File: config.mk
export PLATFORM = sky130hd
export DESIGN_NAME = tcp_unit
export DESIGN_NICKNAME = d
export VERILOG_FILES = /design/src/logic/tcpwm_pkg.sv /design/src/logic/tcp_sync2.sv /design/src/logic/tcp_unit.sv
export SDC_FILE = /design/constraint.sdc
export NUM_CORES = 1
export LEC_CHECK = 0
export BUFFER_PORTS_ARGS = -buffer_cell sky130_fd_sc_hd__buf_2
export CORE_AREA = 10 10 109 150
export DETAILED_ROUTE_END_ITERATION = 8
export DIE_AREA = 0 0 119 160
export PLACE_DENSITY = 0.7
export SYNTH_ARGS = -nofsm -noshare
export SYNTH_HDL_FRONTEND = slang
export SYNTH_SLANG_ARGS = --single-unit
File: constraint.sdc
create_clock -name aclk -period 7.3 [get_ports aclk]
set_input_delay 1.095 -clock aclk [delete_from_list [all_inputs] [get_ports aclk]]
set_output_delay 1.095 -clock aclk [all_outputs]
set_load 0.05 [all_outputs]
File: src/logic/tcpwm_pkg.sv
// Purpose: Constants shared by the timer/counter/PWM unit
// Assumes: 32-bit AXI4-Lite register access, 20 MHz aclk
// Notes: Offsets are byte addresses
`default_nettype none
package tcp_pkg;
  localparam int CNT_W = 16;
  localparam logic [5:0] OFS_CTRL = 6'h00;
  localparam logic [5:0] OFS_PERIOD = 6'h04;
  localparam logic [5:0] OFS_COMPARE = 6'h08;
  localparam logic [5:0] OFS_DEADBAND = 6'h0C;
  localparam logic [5:0] OFS_COUNT = 6'h10;
  localparam logic [5:0] OFS_CAPTURE = 6'h14;
  localparam logic [5:0] OFS_STATUS = 6'h18;
  // Control register fields
  localparam int CTRL_EN_BIT = 0;
  localparam int CTRL_RELOAD_BIT = 1;
  localparam int CTRL_KILL_LVL_BIT = 2;
  localparam int CTRL_KILL_CMP_BIT = 3;
  // Reset values, then bus response codes
  localparam logic [3:0] CTRL_RST = 4'h0;
  localparam logic [15:0] PERIOD_RST = 16'hFFFF;
  localparam logic [15:0] COMPARE_RST = 16'h0000;
  localparam logic [7:0] DEADBAND_RST = 8'h00;
  localparam logic [1:0] RESP_OKAY = 2'h0;
  localparam logic [1:0] RESP_SLVERR = 2'h2;
endpackage : tcp_pkg
`default_nettype wire

File: src/logic/tcp_sync2.sv
// Purpose: Two-flop synchroniser for one pin level
// Assumes: Input is asynchronous to aclk
// Notes: First stage is read only by the second
`default_nettype none
module tcp_sync2 (
  input wire logic aclk,
  input wire logic aresetn,
  input wire logic d,
  output logic q
);
  logic meta_reg;
  // Two stages against metastability
  always_ff @(posedge aclk) begin
    if (!aresetn) begin
      meta_reg <= 1'b0;
      q <= 1'b0;
    end else begin
      meta_reg <= d;
      q <= meta_reg;
    end
  end
endmodule // tcp_sync2
`default_nettype wire

File: src/logic/tcp_unit.sv
// Purpose: 16-bit timer/counter/PWM unit with AXI4-Lite registers
// Assumes: Single clock aclk at 20 MHz, synchronous active-low reset
// Notes: Pins capture_pin and kill_pin are synchronised before use
// What this block does
// - A 16-bit counter counts up to a software-set period.
// - A capture event copies the current count into the capture register.
// - At count equal to period, counter stops or reloads, as configured.
// - Counter compared with compare register gives the PWM duty signal.
// - True and complementary outputs with programmable dead-band offset between edges.
// - Kill input forces outputs to a set state in hardware, three aclk edges after the pin (two sync flops, then the output flop).
//
// The implementer's own choices: the address map and the AXI4-Lite slave port.
`default_nettype none
module tcp_unit (
  input wire logic aclk,
  input wire logic aresetn,
  input wire logic [5:0] s_axi_awaddr,
  input wire logic s_axi_awvalid,
  output logic s_axi_awready,
  input wire logic [31:0] s_axi_wdata,
  input wire logic [3:0] s_axi_wstrb,
  input wire logic s_axi_wvalid,
  output logic s_axi_wready,
  output logic [1:0] s_axi_bresp,
  output logic s_axi_bvalid,
  input wire logic s_axi_bready,
  input wire logic [5:0] s_axi_araddr,
  input wire logic s_axi_arvalid,
  output logic s_axi_arready,
  output logic [31:0] s_axi_rdata,
  output logic [1:0] s_axi_rresp,
  output logic s_axi_rvalid,
  input wire logic s_axi_rready,
  input wire logic capture_pin,
  input wire logic kill_pin,
  output logic line_out,
  output logic line_compl_out
);
  logic [3:0] ctrl_reg;
  logic [15:0] period_reg;
  logic [15:0] compare_reg;
  logic [7:0] deadband_reg;
  logic [15:0] count_reg;
  logic [15:0] capture_reg;
  logic capture_flag_reg;
  logic capture_sync;
  logic kill_sync;
  logic capture_prev_reg;
  logic pwm_reg;
  logic [7:0] dead_cnt_reg;
  logic [5:0] awaddr_reg;
  logic aw_held_reg;
  logic [31:0] wdata_reg;
  logic [3:0] wstrb_reg;
  logic w_held_reg;
  logic do_write;
  logic capture_evt;
  logic at_period;
  logic running;
  logic clr_capture_flag;
  logic aw_held_next;
  logic w_held_next;
  logic bvalid_next;
  logic rvalid_next;

  tcp_sync2 u_sync_cap (
    .aclk(aclk),
    .aresetn(aresetn),
    .d(capture_pin),
    .q(capture_sync)
  );
  tcp_sync2 u_sync_kill (
    .aclk(aclk),
    .aresetn(aresetn),
    .d(kill_pin),
    .q(kill_sync)
  );

  // Write side: address and data taken in either order
  always_ff @(posedge aclk) begin
    if (!aresetn) begin
      aw_held_reg <= 1'b0;
      w_held_reg <= 1'b0;
      awaddr_reg <= 6'h00;
      wdata_reg <= 32'h00000000;
      wstrb_reg <= 4'h0;
      s_axi_bvalid <= 1'b0;
      s_axi_bresp <= tcp_pkg::RESP_OKAY;
      s_axi_awready <= 1'b1;
      s_axi_wready <= 1'b1;
    end else begin
      s_axi_awready <= !aw_held_next && !bvalid_next;
      s_axi_wready <= !w_held_next && !bvalid_next;
      if (s_axi_awvalid && s_axi_awready) begin
        aw_held_reg <= 1'b1;
        awaddr_reg <= s_axi_awaddr;
      end
      if (s_axi_wvalid && s_axi_wready) begin
        w_held_reg <= 1'b1;
        wdata_reg <= s_axi_wdata;
        wstrb_reg <= s_axi_wstrb;
      end
      if (do_write) begin
        aw_held_reg <= 1'b0;
        w_held_reg <= 1'b0;
        s_axi_bvalid <= 1'b1;
        s_axi_bresp <= (awaddr_reg <= tcp_pkg::OFS_DEADBAND || awaddr_reg == tcp_pkg::OFS_STATUS)
          ? tcp_pkg::RESP_OKAY : tcp_pkg::RESP_SLVERR;
      end else if (s_axi_bready) begin
        s_axi_bvalid <= 1'b0;
      end
    end
  end
  // Readies are flops fed from next state, so one write is in flight
  assign aw_held_next = !do_write && (aw_held_reg || (s_axi_awvalid && s_axi_awready));
  assign w_held_next = !do_write && (w_held_reg || (s_axi_wvalid && s_axi_wready));
  assign bvalid_next = do_write || (s_axi_bvalid && !s_axi_bready);
  assign rvalid_next = (s_axi_arvalid && s_axi_arready) || (s_axi_rvalid && !s_axi_rready);
  assign do_write = aw_held_reg && w_held_reg && !s_axi_bvalid;

  // Software-written registers; low byte lanes only matter here
  always_ff @(posedge aclk) begin
    if (!aresetn) begin
      ctrl_reg <= tcp_pkg::CTRL_RST;
      period_reg <= tcp_pkg::PERIOD_RST;
      compare_reg <= tcp_pkg::COMPARE_RST;
      deadband_reg <= tcp_pkg::DEADBAND_RST;
    end else if (do_write) begin
      if (awaddr_reg == tcp_pkg::OFS_CTRL && wstrb_reg[0]) begin
        ctrl_reg <= wdata_reg[3:0];
      end else if (awaddr_reg == tcp_pkg::OFS_PERIOD) begin
        if (wstrb_reg[0]) period_reg[7:0] <= wdata_reg[7:0];
        if (wstrb_reg[1]) period_reg[15:8] <= wdata_reg[15:8];
      end else if (awaddr_reg == tcp_pkg::OFS_COMPARE) begin
        if (wstrb_reg[0]) compare_reg[7:0] <= wdata_reg[7:0];
        if (wstrb_reg[1]) compare_reg[15:8] <= wdata_reg[15:8];
      end else if (awaddr_reg == tcp_pkg::OFS_DEADBAND && wstrb_reg[0]) begin
        deadband_reg <= wdata_reg[7:0];
      end
    end
  end
  assign clr_capture_flag = do_write && awaddr_reg == tcp_pkg::OFS_STATUS && wstrb_reg[0]
    && wdata_reg[0];

  // Read side, answer one cycle after address taken
  always_ff @(posedge aclk) begin
    if (!aresetn) begin
      s_axi_rvalid <= 1'b0;
      s_axi_rdata <= 32'h00000000;
      s_axi_rresp <= tcp_pkg::RESP_OKAY;
    end else if (s_axi_arvalid && s_axi_arready) begin
      s_axi_rvalid <= 1'b1;
      s_axi_rresp <= tcp_pkg::RESP_OKAY;
      if (s_axi_araddr == tcp_pkg::OFS_CTRL) begin
        s_axi_rdata <= {28'h0000000, ctrl_reg};
      end else if (s_axi_araddr == tcp_pkg::OFS_PERIOD) begin
        s_axi_rdata <= {16'h0000, period_reg};
      end else if (s_axi_araddr == tcp_pkg::OFS_COMPARE) begin
        s_axi_rdata <= {16'h0000, compare_reg};
      end else if (s_axi_araddr == tcp_pkg::OFS_DEADBAND) begin
        s_axi_rdata <= {24'h000000, deadband_reg};
      end else if (s_axi_araddr == tcp_pkg::OFS_COUNT) begin
        s_axi_rdata <= {16'h0000, count_reg};
      end else if (s_axi_araddr == tcp_pkg::OFS_CAPTURE) begin
        s_axi_rdata <= {16'h0000, capture_reg};
      end else if (s_axi_araddr == tcp_pkg::OFS_STATUS) begin
        s_axi_rdata <= {29'h0000000, kill_sync, running, capture_flag_reg};
      end else begin
        s_axi_rdata <= 32'h00000000;
        s_axi_rresp <= tcp_pkg::RESP_SLVERR;
      end
    end else if (s_axi_rready) begin
      s_axi_rvalid <= 1'b0;
    end
  end
  // Read ready as a flop: low while a read answer stands
  always_ff @(posedge aclk) begin
    if (!aresetn) begin
      s_axi_arready <= 1'b1;
    end else begin
      s_axi_arready <= !rvalid_next;
    end
  end

  // Counter: stop or reload at period
  assign at_period = count_reg == period_reg;
  assign running = ctrl_reg[tcp_pkg::CTRL_EN_BIT] && !(at_period
    && !ctrl_reg[tcp_pkg::CTRL_RELOAD_BIT]);
  always_ff @(posedge aclk) begin
    if (!aresetn) begin
      count_reg <= 16'h0000;
    end else if (!ctrl_reg[tcp_pkg::CTRL_EN_BIT]) begin
      count_reg <= 16'h0000;
    end else if (at_period) begin
      if (ctrl_reg[tcp_pkg::CTRL_RELOAD_BIT]) count_reg <= 16'h0000;
    end else begin
      count_reg <= count_reg + 16'h0001;
    end
  end

  // Capture on rising edge of synchronised pin; set beats clear
  assign capture_evt = capture_sync && !capture_prev_reg;
  always_ff @(posedge aclk) begin
    if (!aresetn) begin
      capture_prev_reg <= 1'b0;
      capture_reg <= 16'h0000;
      capture_flag_reg <= 1'b0;
    end else begin
      capture_prev_reg <= capture_sync;
      if (capture_evt) begin
        capture_reg <= count_reg;
        capture_flag_reg <= 1'b1;
      end else if (clr_capture_flag) begin
        capture_flag_reg <= 1'b0;
      end
    end
  end

  // PWM level and dead-band counter restart on every edge of it
  always_ff @(posedge aclk) begin
    if (!aresetn) begin
      pwm_reg <= 1'b0;
      dead_cnt_reg <= 8'h00;
    end else begin
      pwm_reg <= ctrl_reg[tcp_pkg::CTRL_EN_BIT] && (count_reg < compare_reg);
      if ((ctrl_reg[tcp_pkg::CTRL_EN_BIT] && (count_reg < compare_reg)) != pwm_reg) begin
        dead_cnt_reg <= deadband_reg;
      end else if (dead_cnt_reg != 8'h00) begin
        dead_cnt_reg <= dead_cnt_reg - 8'h01;
      end
    end
  end

  // Outputs: both low during dead band; kill overrides everything
  always_ff @(posedge aclk) begin
    if (!aresetn) begin
      line_out <= 1'b0;
      line_compl_out <= 1'b0;
    end else if (kill_sync) begin
      line_out <= ctrl_reg[tcp_pkg::CTRL_KILL_LVL_BIT];
      line_compl_out <= ctrl_reg[tcp_pkg::CTRL_KILL_CMP_BIT];
    end else if (dead_cnt_reg != 8'h00) begin
      line_out <= 1'b0;
      line_compl_out <= 1'b0;
    end else begin
      line_out <= pwm_reg;
      line_compl_out <= !pwm_reg;
    end
  end

  AST_KILL_FORCE: assert property (@(posedge aclk) disable iff (!aresetn)
    kill_sync |=> line_out == $past(ctrl_reg[tcp_pkg::CTRL_KILL_LVL_BIT]))
    else $error("kill did not force true output");
  AST_KILL_HOLD: assert property (@(posedge aclk) disable iff (!aresetn)
    kill_sync [*3] |=> line_compl_out == $past(ctrl_reg[tcp_pkg::CTRL_KILL_CMP_BIT]))
    else $error("kill did not hold complement output");
  AST_COMPL_INV: assert property (@(posedge aclk) disable iff (!aresetn)
    (!kill_sync && dead_cnt_reg == 8'h00) |=> line_compl_out == !line_out)
    else $error("complement not inverse outside dead band");
  AST_DEAD_BOTH_LOW: assert property (@(posedge aclk) disable iff (!aresetn)
    (!kill_sync && dead_cnt_reg != 8'h00) |=> !line_out && !line_compl_out)
    else $error("outputs not both low in dead band");
  AST_STOP_AT_PERIOD: assert property (@(posedge aclk) disable iff (!aresetn)
    (running == 1'b0 && ctrl_reg[0] && at_period && !do_write) |=> $stable(count_reg))
    else $error("counter moved after stop at period");
  AST_RELOAD: assert property (@(posedge aclk) disable iff (!aresetn)
    (ctrl_reg[0] && ctrl_reg[1] && at_period && !do_write) |=> count_reg == 16'h0000)
    else $error("counter did not reload");
  AST_COUNT_UP: assert property (@(posedge aclk) disable iff (!aresetn)
    (ctrl_reg[0] && !at_period && !do_write) |=> count_reg == $past(count_reg) + 16'h0001)
    else $error("counter did not advance");
  AST_CAPTURE: assert property (@(posedge aclk) disable iff (!aresetn)
    capture_evt |=> capture_reg == $past(count_reg) && capture_flag_reg)
    else $error("capture did not latch count");
  AST_PWM_DUTY: assert property (@(posedge aclk) disable iff (!aresetn)
    (ctrl_reg[0] && count_reg < compare_reg && !do_write) |=> pwm_reg)
    else $error("pwm low below compare");
endmodule // tcp_unit
`default_nettype wire

After elaboration in Yosys (flattened, before gate mapping)
Index checks and enable logic that the tools add are counted.
Cells by class
  add/sub/neg operators: 2
  bitwise operators: 4
  shift operators: 0
  reductions and logical operators: 52
  $mul: 0
  muxes and demuxes: 29
  magnitude comparators: 2
  div/mod/pow operators: 0
  equal/unequal tests: 13
Operator list (count)
  $mux W16: 8
  $eq A6 B4 Y1 const B: 4
  $eq A6 B5 Y1 const B: 4
  $logic_and A1 B1 Y1: 20
  $add A16 B1 Y16 const B: 1
  $eq A16 B16 Y1: 1
  $lt A16 B16 Y1: 1
  $mux W2: 8
  $mux W8: 2
  $reduce_and A5 Y1: 3
  $eq A6 B3 Y1 const B: 2
  $logic_not A1 Y1: 12
  $logic_not A6 Y1: 2
  $mux W1: 10
  $reduce_and A4 Y1: 2
  $reduce_bool A2 Y1: 4
  $reduce_bool A8 Y1: 1
  $sub A8 B1 Y8 const B: 1
  $le A6 B4 Y1 const B: 1
  $logic_or A1 B1 Y1: 5
  $not A1 Y1: 4
  $reduce_and A2 Y1: 2
  $mux W3: 1
  $ne A2 B2 Y1 const B: 1
  2 further kinds: 2
Storage, ports and cells
  word-level logic and storage cells: 133
  register bits: 160
  memories: 0
  input bits: 57
  latch bits: 0
  bits in read-only memories: 0
  RAM bits: 0

Longest topological paths before layout
  depth after elaboration: 11
  mapped depth: 10
  mapped depth without buffers: 9

Modules after synthesis
From an unflattened synthesis, not the netlist that was laid out.
Unflattened totals
  cell total of the unflattened synthesis: 842
  area, all modules: 6737.7 um2
By module, submodules not included
  tcp_unit: cells an instance 834, instances 1, area each 6632.6 um2
  tcp_sync2: cells an instance 4, instances 2, area each 52.6 um2

Worst setup path after synthesis
No wires, ideal clock.
  path type: in2reg
  start: input s_axi_araddr[2]
  end: register s_axi_rdata[3]
  cell stages on the path: 8
  data required time: 7222 ps
  arrival time: 2534 ps
  setup slack: 4688 ps
  setup time: 78 ps
  path through: clkbuf_1 nand3b_1 nor3_1 clkbuf_1 nand2_1 nand3_1 a211oi_1 nor3_1
On the way
  word-level cells in the longest chain between the ends: 7
  elaborated cells between the ends (all ways): 12
Ends and longest elaborated chain
  start, declared: line tcp_unit.sv:27  | input wire logic [5:0] s_axi_araddr,
  $eq A6 B5 Y1: line tcp_unit.sv:164  | end else if (s_axi_araddr == tcp_pkg::OFS_CAPTURE) begin
  $mux W16: line tcp_unit.sv:164
  $mux W16: line tcp_unit.sv:162  | end else if (s_axi_araddr == tcp_pkg::OFS_COUNT) begin
  $mux W16: line tcp_unit.sv:160  | end else if (s_axi_araddr == tcp_pkg::OFS_DEADBAND) begin
  $mux W16: line tcp_unit.sv:158  | end else if (s_axi_araddr == tcp_pkg::OFS_COMPARE) begin
  $mux W16: line tcp_unit.sv:156  | end else if (s_axi_araddr == tcp_pkg::OFS_PERIOD) begin
  $mux W16 *: line tcp_unit.sv:154  | if (s_axi_araddr == tcp_pkg::OFS_CTRL) begin
  end signal, assigned: line tcp_unit.sv:155  | s_axi_rdata <= {28'h0000000, ctrl_reg};
  end signal, assigned: line tcp_unit.sv:157  | s_axi_rdata <= {16'h0000, period_reg};
  end signal, assigned: line tcp_unit.sv:159  | s_axi_rdata <= {16'h0000, compare_reg};
  end, declared: line tcp_unit.sv:30  | output logic [31:0] s_axi_rdata,
Mark *: on every way between the ends. The rest lies on a longest branch, timed or not.
A chain may end at the register's enable or synchronous reset.

Final worst setup path
  start: register count_reg[11]
  end: register dead_cnt_reg[4]
On the way
  word-level cells in the longest chain between the ends: 4
  elaborated cells between the ends (all ways): 5
Ends and longest elaborated chain
  start, declared: line tcp_unit.sv:43  | logic [15:0] count_reg;
  start signal, assigned: line tcp_unit.sv:197  | count_reg <= count_reg + 16'h0001;
  $lt A16 B16 Y1 *: line tcp_unit.sv:226  | if ((ctrl_reg[tcp_pkg::CTRL_EN_BIT] && (count_reg < compare_reg)) != pwm_reg) begin
  $logic_and A1 B1 Y1 *: line tcp_unit.sv:226
  $ne A1 B1 Y1 *: line tcp_unit.sv:226
  $mux W8 / $reduce_bool A2 Y1 (equally long branches)
  end signal, assigned: line tcp_unit.sv:227  | dead_cnt_reg <= deadband_reg;
  end signal, assigned: line tcp_unit.sv:229  | dead_cnt_reg <= dead_cnt_reg - 8'h01;
  end, declared: line tcp_unit.sv:50  | logic [7:0] dead_cnt_reg;
Marks and branches as above.

==> flow_summary.yaml <==
timing:
  fin_crit_ps: 3228
  fin_tns_setup_ps: 0
  hold_ws_ps: 435.4
  drv_slew: 0
  setup_violations: 0
  fin_worst_skew_ps: 9.662
  maxSlewHeadroom_pct: 20.28
  hold_viol_final: 0
  max_freq_ghz: 0.3098
  rsz0062_at_grt: "no"
  period_share_pct: 44.21
  max_slew.worst_pin.slew_ps: 1193
floorplanning:
  io_pins: 100
  die_w_um: 119
  start_util_pct: 48.81
  rows: 51
  die-area_sq_um: 19040
  core_sq_um: 13660
  die_h_um: 160
clock_network:
  cts-root-buf: "clkbuf_16"
  cts_tree: "yes"
  post_cts_resize_count: 0
  htree_levels: 4
  cts_setup_buffers: 0
  cts_made_buffers: 17
  insertion_delay_ps: 420
  path_clk_slew_ps: 60
  holdBufCountCts: 0
  cts.sinks: 142
  clockBufferDepth: 2
route:
  wire_per_inst_um: 16.93
  totalWireLength_um: 17600
  via_per_inst: 5.555
  ant_nets: 0
  vias: 5772
  dr.pass1.iters: 5
  drc: 0
  drtIter0Drc: 350
global_route:
  overflow: 0
  grt_pass1_wl_um: 28710
  grt_pass1_vias: 5527
  grt_usage_pct: 18.46
  antenna_found_initial: 0
  grt_max_degree: 83
status:
  outcome: "complete, no violations"
yosys:
  synth-edff-count: 0
  synth_most_common_cell: "dfxtp_1"
  synth_top_area_share_pct: 42.65
  synth_area_leaders: "dfxtp_1, nand2_1, a21oi_1, mux2i_1, ha_1"
  synth_flop_cell: "dfxtp_1"
  synth_top_area_cell: "dfxtp_1"
  synth_cells: 801
  async_reset_ff_share_pct: 0
  synth_seq_area_share_pct: 42.65
  yosys_register_bits: 142
  netlist_area_sq_um: 6665
  synthTopCellsByCount: "dfxtp_1, nand2_1, a21oi_1"
  yosysWarnings: 0
  syn_avg_cell_area_sq_um: 8.321
  ys_types: 57
cells_and_area:
  n_antenna_cell: 0
  drive_gt1_share_pct: 13.58
  syn2layout_area_growth_pct: 14.40
  nets: 916
  fin_util_pct: 55.84
  fin_cells: 1039
critical_path:
  path_cells: "ha_1, a21oi_2, o21ai_1, a211o_1, o311a_2, nor3_1, o21ai_0, a21oi_1"
  cp_max_fo: 11
  worst-path-buf-inv: 0
  cp_top_family: "compound AO/OA/AOI/OAI gates"
  cp.arrival_ps: 3570
  cp_slowest_cell: "nor3_1"
  rr_startpoint: "count_reg[11]"
  cp.required_ps: 7640
  max_stage_delay_ps: 900
  critPathLaunch: "count_reg[11]"
  setup.worst_path.start_class: "flip-flop"
  worstSetupPathType: "reg2reg"
  crit_path_end_kind: "flip-flop"
job:
  maxCapViolCount: 0
placed_design:
  dpl.cell_count: 1008
  gp_congestion: 0.9125
  dp_hpwl_um: 12160
  port-buffer-count: 63
min_path:
  hp-start: "u_sync_cap.meta_reg"
  min_path_type: "reg2reg"
power_and_ir_drop:
  peakVddDrop_mv: 0.1494
  power.leakage_nw: 3.073
  power_density_nw_per_um2: 261.6
## worst register-to-register path, delay by kind of cell, from the launching register on
kind,cells,cell delay (ps)
compound gates,6,1410
flops,1,510
simple gates,1,900
fa+ha+maj,1,340
## metal layers
layer / vias to the layer above / GRT usage [%] / wire length, um
met5: - / 0 / 0
met4: 0 / 7.071 / 369
met3: 28 / 4.340 / 952
met2: 176 / 31.47 / 9018
met1: 2715 / 21.82 / 7254
li1: 2853 / - / -
## cell type report
cell class / count / area, sq um
clock inverter: 11 / 156.4
clock buffer: 20 / 456.7
fill: 1327 / 6031
tap: 185 / 231.5
multi-input combinational: 587 / 3476
timing repair buffer: 71 / 375.4
sequential: 142 / 2843
inverter: 23 / 86.33
## metrics by stage
stage	worst slack [ps]	cell area, sq um	power, mW
5_1_grt	3816	7625	2.078
3_5_place_dp	4157	7012	1.110
4_1_cts	4148	7625	2.006
2_1_floorplan	4688	6729	1.060
3_3_place_gp	4210	7012	1.105
6_report	4072	7625	1.994
## final timing paths
path	endpoint	slack (ps)	cells past startpoint
min reg2reg	u_sync_cap.q	440	1
max reg2reg	dead_cnt_reg[4]	4070	8
min	u_sync_cap.q	440	1
max	dead_cnt_reg[4]	4070	8
## report_power, final
group	internal, mW	leakage, nW	switching [mW]
combinational	0.0943	1.63	0.156
clock	0.558	0.290	0.340
sequential	0.812	1.15	0.0343
## cell families after synthesis
group / Yosys count / synth area share (%)
flip-flops: 142 / 42.65
AND/OR/NAND/NOR: 303 / 21.27
other: 1 / 0.05626
AO/OA/AOI/OAI: 187 / 17.66
buffers and inverters: 89 / 6.251
adder cells (fa/ha/maj): 17 / 3.191
XOR/XNOR: 21 / 2.760
multiplexers: 41 / 6.157
## placed cells by master (no fill, tap or decap), types with 4 or more instances in the layout
cell and n:
dfxtp_1 142, nand2_1 141, a21oi_1 84, buf_2 63
nor2_1 51, mux2i_1 41, o21ai_0 30, inv_1 22
nand3_1 20, xnor2_1 20, conb_1 18, ha_1 17
clkbuf_16 17, nor3_1 16, a22oi_1 14, a22o_1 13
nor2b_1 12, nand4_1 10, and2_1 8, nand2b_1 8
buf_4 8, or3_1 7, a221o_1 6, o21ai_1 6
or4_1 5, nand3b_1 4, a211oi_1 4, a221oi_1 4
a31oi_1 4, nor4_1 4
(Power assumes the default switching activity.)
